===== src/core/dhs_consts.vh =====
// Constants for the dogless homing sequencer
//
// Function
// - Unsupported amplifier family raises error 192, no homing
// - Restart after completed homing raises error 115
// - Variant A with Z-phase parameter 1 raises 124
// - Variant B with Z-phase parameter 0 raises 193
// - Variant A clears zero-pass flag, sets it on passage
// - Limit during post-zero deceleration: error and stop
// - Zero during post-limit deceleration with retry: error
// - Variant A limit without retry: error and stop
// - Limit first: decelerate, reverse at homing speed
// - Zero, stop, return, next zero, creep back, end
// - Linear and closed-loop end at first zero passed
// - Direct drive, encoder interface end at last zero
// - Variants B and C: any limit is error, stop
// - Variants B and C never reverse on limit
// - Fully closed loop homes as variant C if absolute, as A if incremental
// - Amplifier-less: mode setting, oldest family always B
// - Variant chosen by amplifier type and Z-phase parameter
// - Completion waits for axis in-position flag
`ifndef DHS_CONSTS_VH
`define DHS_CONSTS_VH

// ==========================================
// Register offsets
`define DHS_OFS_CTRL 8'h00
`define DHS_OFS_CONFIG 8'h04
`define DHS_OFS_STATUS 8'h08
`define DHS_OFS_ERRCODE 8'h0C

// ==========================================
// Control fields
`define DHS_CTRL_START 0
`define DHS_CTRL_CLRDONE 1
`define DHS_CTRL_RETRY 2
`define DHS_CTRL_DIRNEG 3

// ==========================================
// Configuration fields
`define DHS_CFG_FAM_LO 0
`define DHS_CFG_FAM_HI 2
`define DHS_CFG_KIND_LO 4
`define DHS_CFG_KIND_HI 6
`define DHS_CFG_ZPARAM 8
`define DHS_CFG_SEMI 9
`define DHS_CFG_AMPLESS 10
`define DHS_CFG_AMODE_LO 12
`define DHS_CFG_AMODE_HI 13
`define DHS_CFG_RESET 32'h00000100

// ==========================================
// Amplifier families
`define DHS_FAM_NEWEST 3'h0
`define DHS_FAM_NEWER 3'h1
`define DHS_FAM_OLDEST 3'h2
`define DHS_FAM_COMPACT 3'h3

// ==========================================
// Axis kinds
`define DHS_KIND_STD 3'h0
`define DHS_KIND_DD 3'h1
`define DHS_KIND_LIN_INC 3'h2
`define DHS_KIND_LIN_ABS 3'h3
`define DHS_KIND_FC_INC 3'h4
`define DHS_KIND_FC_ABS 3'h5
`define DHS_KIND_ENC_INC 3'h6

// ==========================================
// Variants
`define DHS_VAR_A 2'h0
`define DHS_VAR_B 2'h1
`define DHS_VAR_C 2'h2

// ==========================================
// Error codes
`define DHS_ERR_NONE 16'h0000
`define DHS_ERR_UNSUPPORTED 16'h00C0
`define DHS_ERR_ALREADY 16'h0073
`define DHS_ERR_ZPASS_A 16'h007C
`define DHS_ERR_ZPASS_B 16'h00C1
`define DHS_ERR_LIMIT 16'h0100
`define DHS_ERR_ZERO_IN_DEC 16'h0101
`define DHS_ERR_NO_RETRY 16'h0102

// ==========================================
// Timing
`define DHS_CLK_PERIOD_NS 5
`define DHS_MOTION_CYCLE_NS 1000000
`define DHS_MOTION_CYCLE_CYC (`DHS_MOTION_CYCLE_NS / `DHS_CLK_PERIOD_NS)

`endif


===== src/core/dhs_homing_sequencer.v =====
// Dogless homing sequencer with APB register slave
`timescale 1ns/1ps
`include "dhs_consts.vh"
module dhs_homing_sequencer #(
   parameter MOTION_CYCLE_CYC = `DHS_MOTION_CYCLE_CYC
) (
   input wire clk,
   input wire resetn,
   input wire psel,
   input wire penable,
   input wire pwrite,
   input wire [7:0] paddr,
   input wire [31:0] pwdata,
   output reg [31:0] prdata,
   output wire pready,
   output wire pslverr,
   input wire zeroPointIn,
   input wire limitSwitchIn,
   input wire axisInPositionIn,
   input wire axisStoppedIn,
   input wire encAddrZeroIn,
   output reg driveEnable,
   output reg driveDir,
   output reg creepSpeed,
   output reg decelStop,
   output reg homeMark,
   output reg homeDone,
   output reg homeError
);
   // ==========================================
   // State codes
   localparam [3:0] ST_IDLE = 4'h0;
   localparam [3:0] ST_SEEK = 4'h1;
   localparam [3:0] ST_DEC_LIM = 4'h2;
   localparam [3:0] ST_BACK = 4'h3;
   localparam [3:0] ST_DEC_BACK = 4'h4;
   localparam [3:0] ST_SEEK2 = 4'h5;
   localparam [3:0] ST_DEC_Z = 4'h6;
   localparam [3:0] ST_CREEP = 4'h7;
   localparam [3:0] ST_SETTLE = 4'h8;
   localparam [3:0] ST_ERRSTOP = 4'h9;
   localparam [3:0] ST_TRAVEL = 4'hA;
   localparam [3:0] ST_DEC_T = 4'hB;
   localparam [31:0] TICK_MAX = MOTION_CYCLE_CYC - 1;

   // ==========================================
   // Input synchronisation
   wire [4:0] syncPins;
   dhs_sync #(
      .WIDTH(5)
   ) u_sync (
      .clk(clk),
      .resetn(resetn),
      .asyncIn({encAddrZeroIn, axisStoppedIn, axisInPositionIn, limitSwitchIn, zeroPointIn}),
      .syncOut(syncPins)
   );
   wire zeroLvl = syncPins[0];
   wire limitLvl = syncPins[1];
   wire inPosLvl = syncPins[2];
   wire stoppedLvl = syncPins[3];
   wire addrZeroLvl = syncPins[4];
   reg zeroLvlD;
   reg addrZeroLvlD;
   wire zeroEdge = zeroLvl & ~zeroLvlD;
   wire addrZeroEdge = addrZeroLvl & ~addrZeroLvlD;

   // ==========================================
   // Registers
   reg retryEnable;
   reg homeDirNeg;
   reg [31:0] cfgWord;
   reg [15:0] errorCode;
   reg zeroPassFlag;
   reg [3:0] state;
   reg [1:0] variant;
   reg lastZeroMode;
   reg [31:0] tickCount;
   reg motionTick;
   reg zeroPend;
   reg limitPend;
   reg addrPend;
   reg startPend;

   wire [2:0] family = cfgWord[`DHS_CFG_FAM_HI:`DHS_CFG_FAM_LO];
   wire [2:0] axisKind = cfgWord[`DHS_CFG_KIND_HI:`DHS_CFG_KIND_LO];
   wire zParam = cfgWord[`DHS_CFG_ZPARAM];
   wire semiClosed = cfgWord[`DHS_CFG_SEMI];
   wire ampless = cfgWord[`DHS_CFG_AMPLESS];
   wire [1:0] amplessMode = cfgWord[`DHS_CFG_AMODE_HI:`DHS_CFG_AMODE_LO];
   wire busy = (state != ST_IDLE);

   // ==========================================
   // APB slave
   wire apbSetup = psel & ~penable;
   wire apbAccess = psel & penable;
   wire addrHit = (paddr == `DHS_OFS_CTRL) | (paddr == `DHS_OFS_CONFIG) |
                  (paddr == `DHS_OFS_STATUS) | (paddr == `DHS_OFS_ERRCODE);
   wire apbWrite = apbAccess & pwrite & addrHit;
   assign pready = 1'b1;
   assign pslverr = apbAccess & ~addrHit;
   wire wrCtrl = apbWrite & (paddr == `DHS_OFS_CTRL);
   wire wrConfig = apbWrite & (paddr == `DHS_OFS_CONFIG);
   wire startReq = wrCtrl & pwdata[`DHS_CTRL_START];
   wire clearDoneReq = wrCtrl & pwdata[`DHS_CTRL_CLRDONE];

   always @(posedge clk) begin
      if (!resetn) begin
         prdata <= 32'h00000000;
      end else if (apbSetup & ~pwrite) begin
         case (paddr)
            `DHS_OFS_CTRL: prdata <= {28'h0000000, homeDirNeg, retryEnable, 2'h0};
            `DHS_OFS_CONFIG: prdata <= cfgWord;
            `DHS_OFS_STATUS: prdata <= {18'h00000, variant, state, 4'h0, zeroPassFlag, homeError, homeDone, busy};
            `DHS_OFS_ERRCODE: prdata <= {16'h0000, errorCode};
            default: prdata <= 32'h00000000;
         endcase
      end
   end

   always @(posedge clk) begin
      if (!resetn) begin
         retryEnable <= 1'b0;
         homeDirNeg <= 1'b0;
         cfgWord <= `DHS_CFG_RESET;
      end else begin
         if (wrCtrl) begin
            retryEnable <= pwdata[`DHS_CTRL_RETRY];
            homeDirNeg <= pwdata[`DHS_CTRL_DIRNEG];
         end
         if (wrConfig & ~busy) begin
            cfgWord <= pwdata & 32'h00003777;
         end
      end
   end

   // ==========================================
   // Motion cycle divider
   always @(posedge clk) begin
      if (!resetn) begin
         tickCount <= 32'h00000000;
         motionTick <= 1'b0;
      end else if (tickCount >= TICK_MAX) begin
         tickCount <= 32'h00000000;
         motionTick <= 1'b1;
      end else begin
         tickCount <= tickCount + 32'h00000001;
         motionTick <= 1'b0;
      end
   end

   // ==========================================
   // Event capture between motion cycles
   always @(posedge clk) begin
      if (!resetn) begin
         zeroLvlD <= 1'b0;
         addrZeroLvlD <= 1'b0;
         zeroPend <= 1'b0;
         limitPend <= 1'b0;
         addrPend <= 1'b0;
         startPend <= 1'b0;
      end else begin
         zeroLvlD <= zeroLvl;
         addrZeroLvlD <= addrZeroLvl;
         // An event in the tick cycle is consumed directly, so it must not stay pending
         zeroPend <= (zeroPend | zeroEdge) & ~motionTick;
         limitPend <= (limitPend | limitLvl) & ~motionTick;
         addrPend <= (addrPend | addrZeroEdge) & ~motionTick;
         startPend <= (startPend | startReq) & ~motionTick;
      end
   end
   wire zeroEv = zeroPend | zeroEdge;
   wire limitEv = limitPend | limitLvl;
   wire addrEv = addrPend | addrZeroEdge;
   wire startEv = startPend | startReq;

   // ==========================================
   // Variant selection
   reg [1:0] next_variant;
   reg next_lastZero;
   always @* begin
      next_variant = `DHS_VAR_B;
      next_lastZero = 1'b0;
      if (ampless) begin
         if (family == `DHS_FAM_OLDEST) begin
            next_variant = `DHS_VAR_B;
         end else if (amplessMode == 2'h3) begin
            next_variant = `DHS_VAR_B;
         end else begin
            next_variant = amplessMode;
         end
      end else begin
         case (axisKind)
            `DHS_KIND_STD: next_variant = zParam ? `DHS_VAR_B : `DHS_VAR_A;
            `DHS_KIND_DD: next_variant = zParam ? `DHS_VAR_B : `DHS_VAR_A;
            `DHS_KIND_LIN_INC: next_variant = `DHS_VAR_A;
            `DHS_KIND_LIN_ABS: next_variant = `DHS_VAR_C;
            `DHS_KIND_FC_INC: next_variant = semiClosed ? (zParam ? `DHS_VAR_B : `DHS_VAR_A) : `DHS_VAR_A;
            `DHS_KIND_FC_ABS: next_variant = semiClosed ? (zParam ? `DHS_VAR_B : `DHS_VAR_A) : `DHS_VAR_C;
            `DHS_KIND_ENC_INC: next_variant = `DHS_VAR_A;
            default: next_variant = `DHS_VAR_B;
         endcase
      end
      next_lastZero = (axisKind == `DHS_KIND_DD) | (axisKind == `DHS_KIND_ENC_INC);
   end
   wire famSupported = (family == `DHS_FAM_NEWEST) | (family == `DHS_FAM_NEWER) |
                       (family == `DHS_FAM_OLDEST) | (family == `DHS_FAM_COMPACT);

   // ==========================================
   // Sequencer
   task goError;
      input [15:0] code;
      begin
         errorCode <= code;
         homeError <= 1'b1;
         decelStop <= 1'b1;
         creepSpeed <= 1'b0;
         state <= ST_ERRSTOP;
      end
   endtask

   task goDecel;
      input [3:0] target;
      begin
         decelStop <= 1'b1;
         state <= target;
      end
   endtask

   wire startsA = startReq & ~busy & famSupported & ~homeDone & (next_variant == `DHS_VAR_A) & ~zParam;

   always @(posedge clk) begin
      if (!resetn) begin
         zeroPassFlag <= 1'b0;
      end else if (zeroEdge) begin
         zeroPassFlag <= 1'b1;
      end else if (startsA) begin
         zeroPassFlag <= 1'b0;
      end
   end

   always @(posedge clk) begin
      if (!resetn) begin
         state <= ST_IDLE;
         variant <= `DHS_VAR_A;
         lastZeroMode <= 1'b0;
         errorCode <= `DHS_ERR_NONE;
         driveEnable <= 1'b0;
         driveDir <= 1'b0;
         creepSpeed <= 1'b0;
         decelStop <= 1'b0;
         homeMark <= 1'b0;
         homeDone <= 1'b0;
         homeError <= 1'b0;
      end else begin
         homeMark <= 1'b0;
         if (clearDoneReq & ~busy) begin
            homeDone <= 1'b0;
         end
         if (motionTick) begin
            case (state)
               ST_IDLE: begin
                  if (startEv) begin
                     variant <= next_variant;
                     lastZeroMode <= next_lastZero;
                     homeError <= 1'b0;
                     errorCode <= `DHS_ERR_NONE;
                     if (!famSupported) begin
                        errorCode <= `DHS_ERR_UNSUPPORTED;
                        homeError <= 1'b1;
                     end else if (homeDone) begin
                        errorCode <= `DHS_ERR_ALREADY;
                        homeError <= 1'b1;
                     end else if ((next_variant == `DHS_VAR_A) & zParam) begin
                        errorCode <= `DHS_ERR_ZPASS_A;
                        homeError <= 1'b1;
                     end else if ((next_variant == `DHS_VAR_B) & ~zParam) begin
                        errorCode <= `DHS_ERR_ZPASS_B;
                        homeError <= 1'b1;
                     end else begin
                        driveEnable <= 1'b1;
                        driveDir <= homeDirNeg;
                        creepSpeed <= 1'b0;
                        decelStop <= 1'b0;
                        state <= (next_variant == `DHS_VAR_A) ? ST_SEEK : ST_TRAVEL;
                     end
                  end
               end
               ST_SEEK: begin
                  if (zeroEv) begin
                     homeMark <= 1'b1;
                     goDecel(ST_DEC_Z);
                  end else if (limitEv & ~retryEnable) begin
                     goError(`DHS_ERR_NO_RETRY);
                  end else if (limitEv) begin
                     goDecel(ST_DEC_LIM);
                  end
               end
               ST_DEC_LIM: begin
                  if (zeroEv) begin
                     goError(`DHS_ERR_ZERO_IN_DEC);
                  end else if (stoppedLvl) begin
                     decelStop <= 1'b0;
                     driveDir <= ~homeDirNeg;
                     state <= ST_BACK;
                  end
               end
               ST_BACK: begin
                  if (zeroEv) begin
                     // Limit still active here: axis is leaving the switch it reversed on
                     goDecel(ST_DEC_BACK);
                  end
               end
               ST_DEC_BACK: begin
                  if (stoppedLvl) begin
                     decelStop <= 1'b0;
                     driveDir <= homeDirNeg;
                     state <= ST_SEEK2;
                  end
               end
               ST_SEEK2: begin
                  if (zeroEv) begin
                     homeMark <= 1'b1;
                     goDecel(ST_DEC_Z);
                  end else if (limitEv) begin
                     goError(`DHS_ERR_LIMIT);
                  end
               end
               ST_DEC_Z: begin
                  if (limitEv) begin
                     goError(`DHS_ERR_LIMIT);
                  end else begin
                     if (zeroEv & lastZeroMode) begin
                        homeMark <= 1'b1;
                     end
                     if (stoppedLvl) begin
                        decelStop <= 1'b0;
                        creepSpeed <= 1'b1;
                        driveDir <= ~homeDirNeg;
                        state <= ST_CREEP;
                     end
                  end
               end
               ST_CREEP: begin
                  if (zeroEv) begin
                     decelStop <= 1'b1;
                     creepSpeed <= 1'b0;
                     state <= ST_SETTLE;
                  end else if (limitEv) begin
                     goError(`DHS_ERR_LIMIT);
                  end
               end
               ST_TRAVEL: begin
                  if (limitEv) begin
                     goError(`DHS_ERR_LIMIT);
                  end else if ((variant == `DHS_VAR_C) ? addrEv : zeroEv) begin
                     homeMark <= 1'b1;
                     goDecel(ST_DEC_T);
                  end
               end
               ST_DEC_T: begin
                  if (limitEv) begin
                     goError(`DHS_ERR_LIMIT);
                  end else if (stoppedLvl) begin
                     state <= ST_SETTLE;
                  end
               end
               ST_SETTLE: begin
                  if (stoppedLvl & inPosLvl) begin
                     driveEnable <= 1'b0;
                     decelStop <= 1'b0;
                     homeDone <= 1'b1;
                     state <= ST_IDLE;
                  end
               end
               ST_ERRSTOP: begin
                  if (stoppedLvl) begin
                     driveEnable <= 1'b0;
                     decelStop <= 1'b0;
                     homeDone <= 1'b0;
                     state <= ST_IDLE;
                  end
               end
               default: begin
                  state <= ST_IDLE;
               end
            endcase
         end
      end
   end
endmodule


===== src/core/dhs_sync.v =====
// Two-flop synchroniser bank for amplifier inputs
`timescale 1ns/1ps
module dhs_sync #(
   parameter WIDTH = 5
) (
   input wire clk,
   input wire resetn,
   input wire [WIDTH-1:0] asyncIn,
   output wire [WIDTH-1:0] syncOut
);
   genvar i;
   generate
      for (i = 0; i < WIDTH; i = i + 1) begin : g_bit
         reg stage1;
         reg stage2;
         always @(posedge clk) begin
            if (!resetn) begin
               stage1 <= 1'b0;
               stage2 <= 1'b0;
            end else begin
               stage1 <= asyncIn[i];
               stage2 <= stage1;
            end
         end
         assign syncOut[i] = stage2;
      end
   endgenerate
endmodule


===== config.mk =====
export PLATFORM = sky130hd
export DESIGN_NAME = dhs_homing_sequencer
export DESIGN_NICKNAME = d
export VERILOG_FILES = /design/src/core/dhs_homing_sequencer.v /design/src/core/dhs_sync.v
export VERILOG_INCLUDE_DIRS = /design/src /design/src/core
export SDC_FILE = /design/constraint.sdc
export NUM_CORES = 1
export LEC_CHECK = 0
export BUFFER_PORTS_ARGS = -buffer_cell sky130_fd_sc_hd__buf_4
export CAP_MARGIN = 20
export CORE_AREA = 2 2 108 110
export CTS_BUF_LIST = sky130_fd_sc_hd__clkbuf_4 sky130_fd_sc_hd__clkbuf_8
export DETAILED_ROUTE_END_ITERATION = 12
export DIE_AREA = 0 0 110 112
export PLACE_DENSITY = 0.73
export SYNTH_ARGS = -nofsm -noshare
export SYNTH_HDL_FRONTEND = slang
export SYNTH_SLANG_ARGS = --single-unit

===== constraint.sdc =====
create_clock -name clk -period 3.95 [get_ports clk]
set_input_delay 0 -clock clk [delete_from_list [all_inputs] [get_ports clk]]
set_output_delay 0 -clock clk [all_outputs]
set_load 0.02 [all_outputs]

==> run metrics <==
result of the run finished clean; CORE AREA 11200 sq um; mean cell area of the mapped netlist 8.67 sq um; ANT cells 0; critical path startpoint state[3]; clock latency reported for the late side of the worst-skew pair approximately 0.38 ns; predominant post-synthesis flop cell sky130_fd_sc_hd__dfxtp_1; post-route clock period utilization about three quarters; remaining antenna violation count 0; number of cells traversed by the worst hold path 2; Total Negative Setup Slacks 0 ns; Post-route DRC 0; total wirelength of the detailed-routed design roughly 12 mm; area growth from synthesis to layout 17.0%; final critical path time including I/O delays and setup 2.97 ns; total global routing overflow 0; static leakage approximately 2.2 nW; maximum fanout count along the critical path 24; Hold Path Class in2reg; Tightest Pin Transition 0.828 ns; antenna violations before repair 0; initial core utilization 42.8%; number of global-route vias before repair 3934; final-layout fill cell count about 1100; Max stage delay on crit path roughly 0.76 ns; Final Hold Violating Endpoints 0; Resized Gates After CTS 0; endpoint type of the worst setup path flop; Critical Path Start Type flop; total routing resource utilization after global routing 19.8%; number of failing setup endpoints in the final timing report 0; synthesized cell area 4790 sq um; Async SR Flop Fraction 0%; CTS H-tree lvls 3; average wire per cell in the routed design roughly 16 um; first-pass GRT wire length about 19 mm; share of final-layout standard cells stronger than drive strength 1 15.7%; count of flip-flops with a built-in enable after synthesis 0; final estimated routing congestion in global placement roughly 0.96; Max rail drop VDD 0.000214 V; drt initial violations roughly 410; number of top-level design ports 91; cell with the biggest individual delay on the critical path sky130_fd_sc_hd__a2111oi_4; CP Cell Sequence nor2b_1 -> o211ai_1 -> a31o_1 -> a2111oi_4 -> mux2i_1 -> a21oi_1; sequential area share after synthesis about two fifths; number of violations of the max-capacitance limit 0; startpoint of the worst register-to-register path state[3]; die outline area 12300 sq um; Worst Path Buf+Inv 0; vias per cell between 5 and 6; vias 4283; CTS buffer count 9; category of cells accounting for the largest share of critical-path delay compound AO/OA/AOI/OAI gates; required time reported for the critical path endpoint approximately 4.2 ns; total count of max-transition violations in the final report 0; cells after synthesis between 500 and 600; Pwr Total 0.00238 W; Hold Path Origin resetn; flip-flop and latch count after synthesis ~100; maximum number of pins on one net before global-route repair 44; PD cells roughly 430 nW/um^2; worst relative slew slack 44.7%; end of the worst register-to-register path errorCode[1]; count of buffers from port buffering 51; R2R setup slack 0.98 ns; clock sink total roughly 100; number of distinct library cells after synthesis 76; fin nets approximately 670; count of TritonRoute iterations in the first routing pass 6; number of buffers between clock root and the deepest sink 2; highest clock frequency the design can meet 336 MHz; # rows 39; RSZ-0062 raised after global routing no; YS warnings 0; CP Class reg2reg; critical path arrival approximately 3.2 ns; Root Buffer sky130_fd_sc_hd__clkbuf_8; horizontal die dimension 110 um; DPL Wire Length 8.09 mm; hold worst-path end cfgWord[8]; Worst R2R Path Depth 6; y dimension of the die roughly 110 um; CTS clock-pin slew for the worst setup and hold paths around 0.1 ns; CTS tree yes; skew final 0.0144 ns
==> sequential cells by signal (all words and copies together) (netlist names), 2 cells and up <==
signal and count:
prdata 14, errorCode 7, tickCount 32, u_sync.g_bit.stage2 5
state 4, u_sync.g_bit.stage1 5, cfgWord 11, variant 2
==> per-stage QoR <==
step                      cell area [sq um]  instances  util (%)  hold slack [ns]  worst slack, ns
final                                  5600        762      50.1           0.0127            0.975
after global routing                   5600        762      50.1           0.0315            0.829
after CTS                              5600        762      50.1           0.0113             1.07
after detailed placement               5230        729      46.8            0.212             1.10
after global placement                 5230        729      46.8            0.207             1.17
after floorplan                        4900        583         -            0.127             1.81
==> layout by cell type (no fill, tap or decap), types with 3 or more instances in the layout <==
cell type | netlist | layout
sky130_fd_sc_hd__a21oi_1 | 39 | 39
sky130_fd_sc_hd__a221oi_1 | 3 | 3
sky130_fd_sc_hd__a22oi_1 | 11 | 11
sky130_fd_sc_hd__a31oi_1 | 10 | 9
sky130_fd_sc_hd__and2_1 | 12 | 12
sky130_fd_sc_hd__and3_1 | 24 | 24
sky130_fd_sc_hd__buf_4 | 19 | 57
sky130_fd_sc_hd__clkbuf_8 | 0 | 12
sky130_fd_sc_hd__conb_1 | 2 | 33
sky130_fd_sc_hd__dfxtp_1 | 98 | 98
sky130_fd_sc_hd__dlygate4sd3_1 | 0 | 17
sky130_fd_sc_hd__inv_1 | 10 | 10
sky130_fd_sc_hd__mux2_2 | 3 | 3
sky130_fd_sc_hd__mux2i_1 | 19 | 19
sky130_fd_sc_hd__nand2_1 | 32 | 32
sky130_fd_sc_hd__nand2b_1 | 10 | 10
sky130_fd_sc_hd__nand3_1 | 11 | 11
sky130_fd_sc_hd__nand4_1 | 4 | 4
sky130_fd_sc_hd__nor2_1 | 57 | 57
sky130_fd_sc_hd__nor2b_1 | 11 | 11
sky130_fd_sc_hd__nor3_1 | 18 | 17
sky130_fd_sc_hd__nor3b_1 | 3 | 3
sky130_fd_sc_hd__nor4_1 | 9 | 9
sky130_fd_sc_hd__o211ai_1 | 9 | 9
sky130_fd_sc_hd__o21ai_0 | 12 | 12
sky130_fd_sc_hd__o21ai_1 | 6 | 6
sky130_fd_sc_hd__o22ai_1 | 3 | 3
sky130_fd_sc_hd__o32ai_1 | 3 | 3
sky130_fd_sc_hd__or2_2 | 4 | 4
sky130_fd_sc_hd__or4b_1 | 3 | 3
sky130_fd_sc_hd__xnor2_1 | 13 | 13
sky130_fd_sc_hd__xor2_1 | 5 | 5
==> what timing repair did <==
item	CTS	global route
endpoints found under the hold margin	18	0
buffers inserted	0	0
hold buffers	17	0
==> cells by family (layout without fill, tap and decap cells) <==
| kind of cell | after synthesis | count (layout) | synth area share, % |
|---|---|---|---|
| AND/OR/NAND/NOR | 219 | 219 | 24.9 |
| AO/OA/AOI/OAI | 126 | 126 | 18.4 |
| flip-flops | 98 | 98 | 41.0 |
| buffers and inverters | 65 | 101 | 6.85 |
| multiplexers | 23 | 23 | 5.15 |
| XOR/XNOR | 18 | 18 | 3.29 |
| other | 2 | 33 | 0.157 |
| adder cells (fa/ha/maj) | 1 | 1 | 0.261 |
==> where the power goes <==
group / total (W) / switching [W] / internal, W
clock network: 0.000645 / 0.000361 / 0.000284
registers: 0.00109 / 0.0000621 / 0.00103
logic: 0.000647 / 0.000387 / 0.000260
total: 0.00238 / 0.000811 / 0.00157
==> worst max path at each step <==
stage               slack [ns]  depth (start not counted)      endpoint
floorplan                 1.81                          6  errorCode[1]
global placement          1.17                          6  errorCode[1]
detailed placement        1.10                          6  errorCode[1]
CTS                       1.07                          6  errorCode[1]
global route              0.83                          6  errorCode[1]
finish                    0.98                          6  errorCode[1]
==> cell type report <==
| cell class | instances | area (sq um) | area share [%] |
|---|---|---|---|
| inverter | 11 | 41.3 | 0.737 |
| tap | 143 | 179 | 3.19 |
| timing repair buffer | 74 | 598 | 10.7 |
| clock buffer | 12 | 165 | 2.95 |
| multi-input combinational | 420 | 2630 | 46.9 |
| sequential | 98 | 1960 | 35.0 |
| clock inverter | 4 | 32.5 | 0.581 |
==> synthesized netlist by cell type, types with 3 or more instances <==
cell | instances | area (sq um)
sky130_fd_sc_hd__dfxtp_1 | 98 | 1960
sky130_fd_sc_hd__nor2_1 | 57 | 214
sky130_fd_sc_hd__a21oi_1 | 39 | 195
sky130_fd_sc_hd__nand2_1 | 32 | 120
sky130_fd_sc_hd__clkbuf_1 | 28 | 105
sky130_fd_sc_hd__and3_1 | 24 | 150
sky130_fd_sc_hd__buf_4 | 19 | 143
sky130_fd_sc_hd__mux2i_1 | 19 | 190
sky130_fd_sc_hd__nor3_1 | 18 | 90.1
sky130_fd_sc_hd__xnor2_1 | 13 | 114
sky130_fd_sc_hd__and2_1 | 12 | 75.1
sky130_fd_sc_hd__o21ai_0 | 12 | 60.1
sky130_fd_sc_hd__a22oi_1 | 11 | 82.6
sky130_fd_sc_hd__nand3_1 | 11 | 55.1
sky130_fd_sc_hd__nor2b_1 | 11 | 68.8
sky130_fd_sc_hd__a31oi_1 | 10 | 62.6
sky130_fd_sc_hd__inv_1 | 10 | 37.5
sky130_fd_sc_hd__nand2b_1 | 10 | 62.6
sky130_fd_sc_hd__nor4_1 | 9 | 56.3
sky130_fd_sc_hd__o211ai_1 | 9 | 67.6
sky130_fd_sc_hd__o21ai_1 | 6 | 30.0
sky130_fd_sc_hd__xor2_1 | 5 | 43.8
sky130_fd_sc_hd__buf_2 | 4 | 20.0
sky130_fd_sc_hd__nand4_1 | 4 | 25.0
sky130_fd_sc_hd__or2_2 | 4 | 25.0
sky130_fd_sc_hd__a221oi_1 | 3 | 26.3
sky130_fd_sc_hd__mux2_2 | 3 | 33.8
sky130_fd_sc_hd__nor3b_1 | 3 | 22.5
sky130_fd_sc_hd__o22ai_1 | 3 | 18.8
sky130_fd_sc_hd__o32ai_1 | 3 | 26.3
sky130_fd_sc_hd__or4b_1 | 3 | 30.0
==> layer usage <==
layer	GRT usage, %	part of all wire, %	vias to the layer above
met5	0	0	-
met1	25.7	43	1995
met4	6.50	2.3	0
met2	31.7	46	197
met3	5.39	8.1	31
li1	-	-	2060
Note: power is estimated with default switching activity, not from simulation.
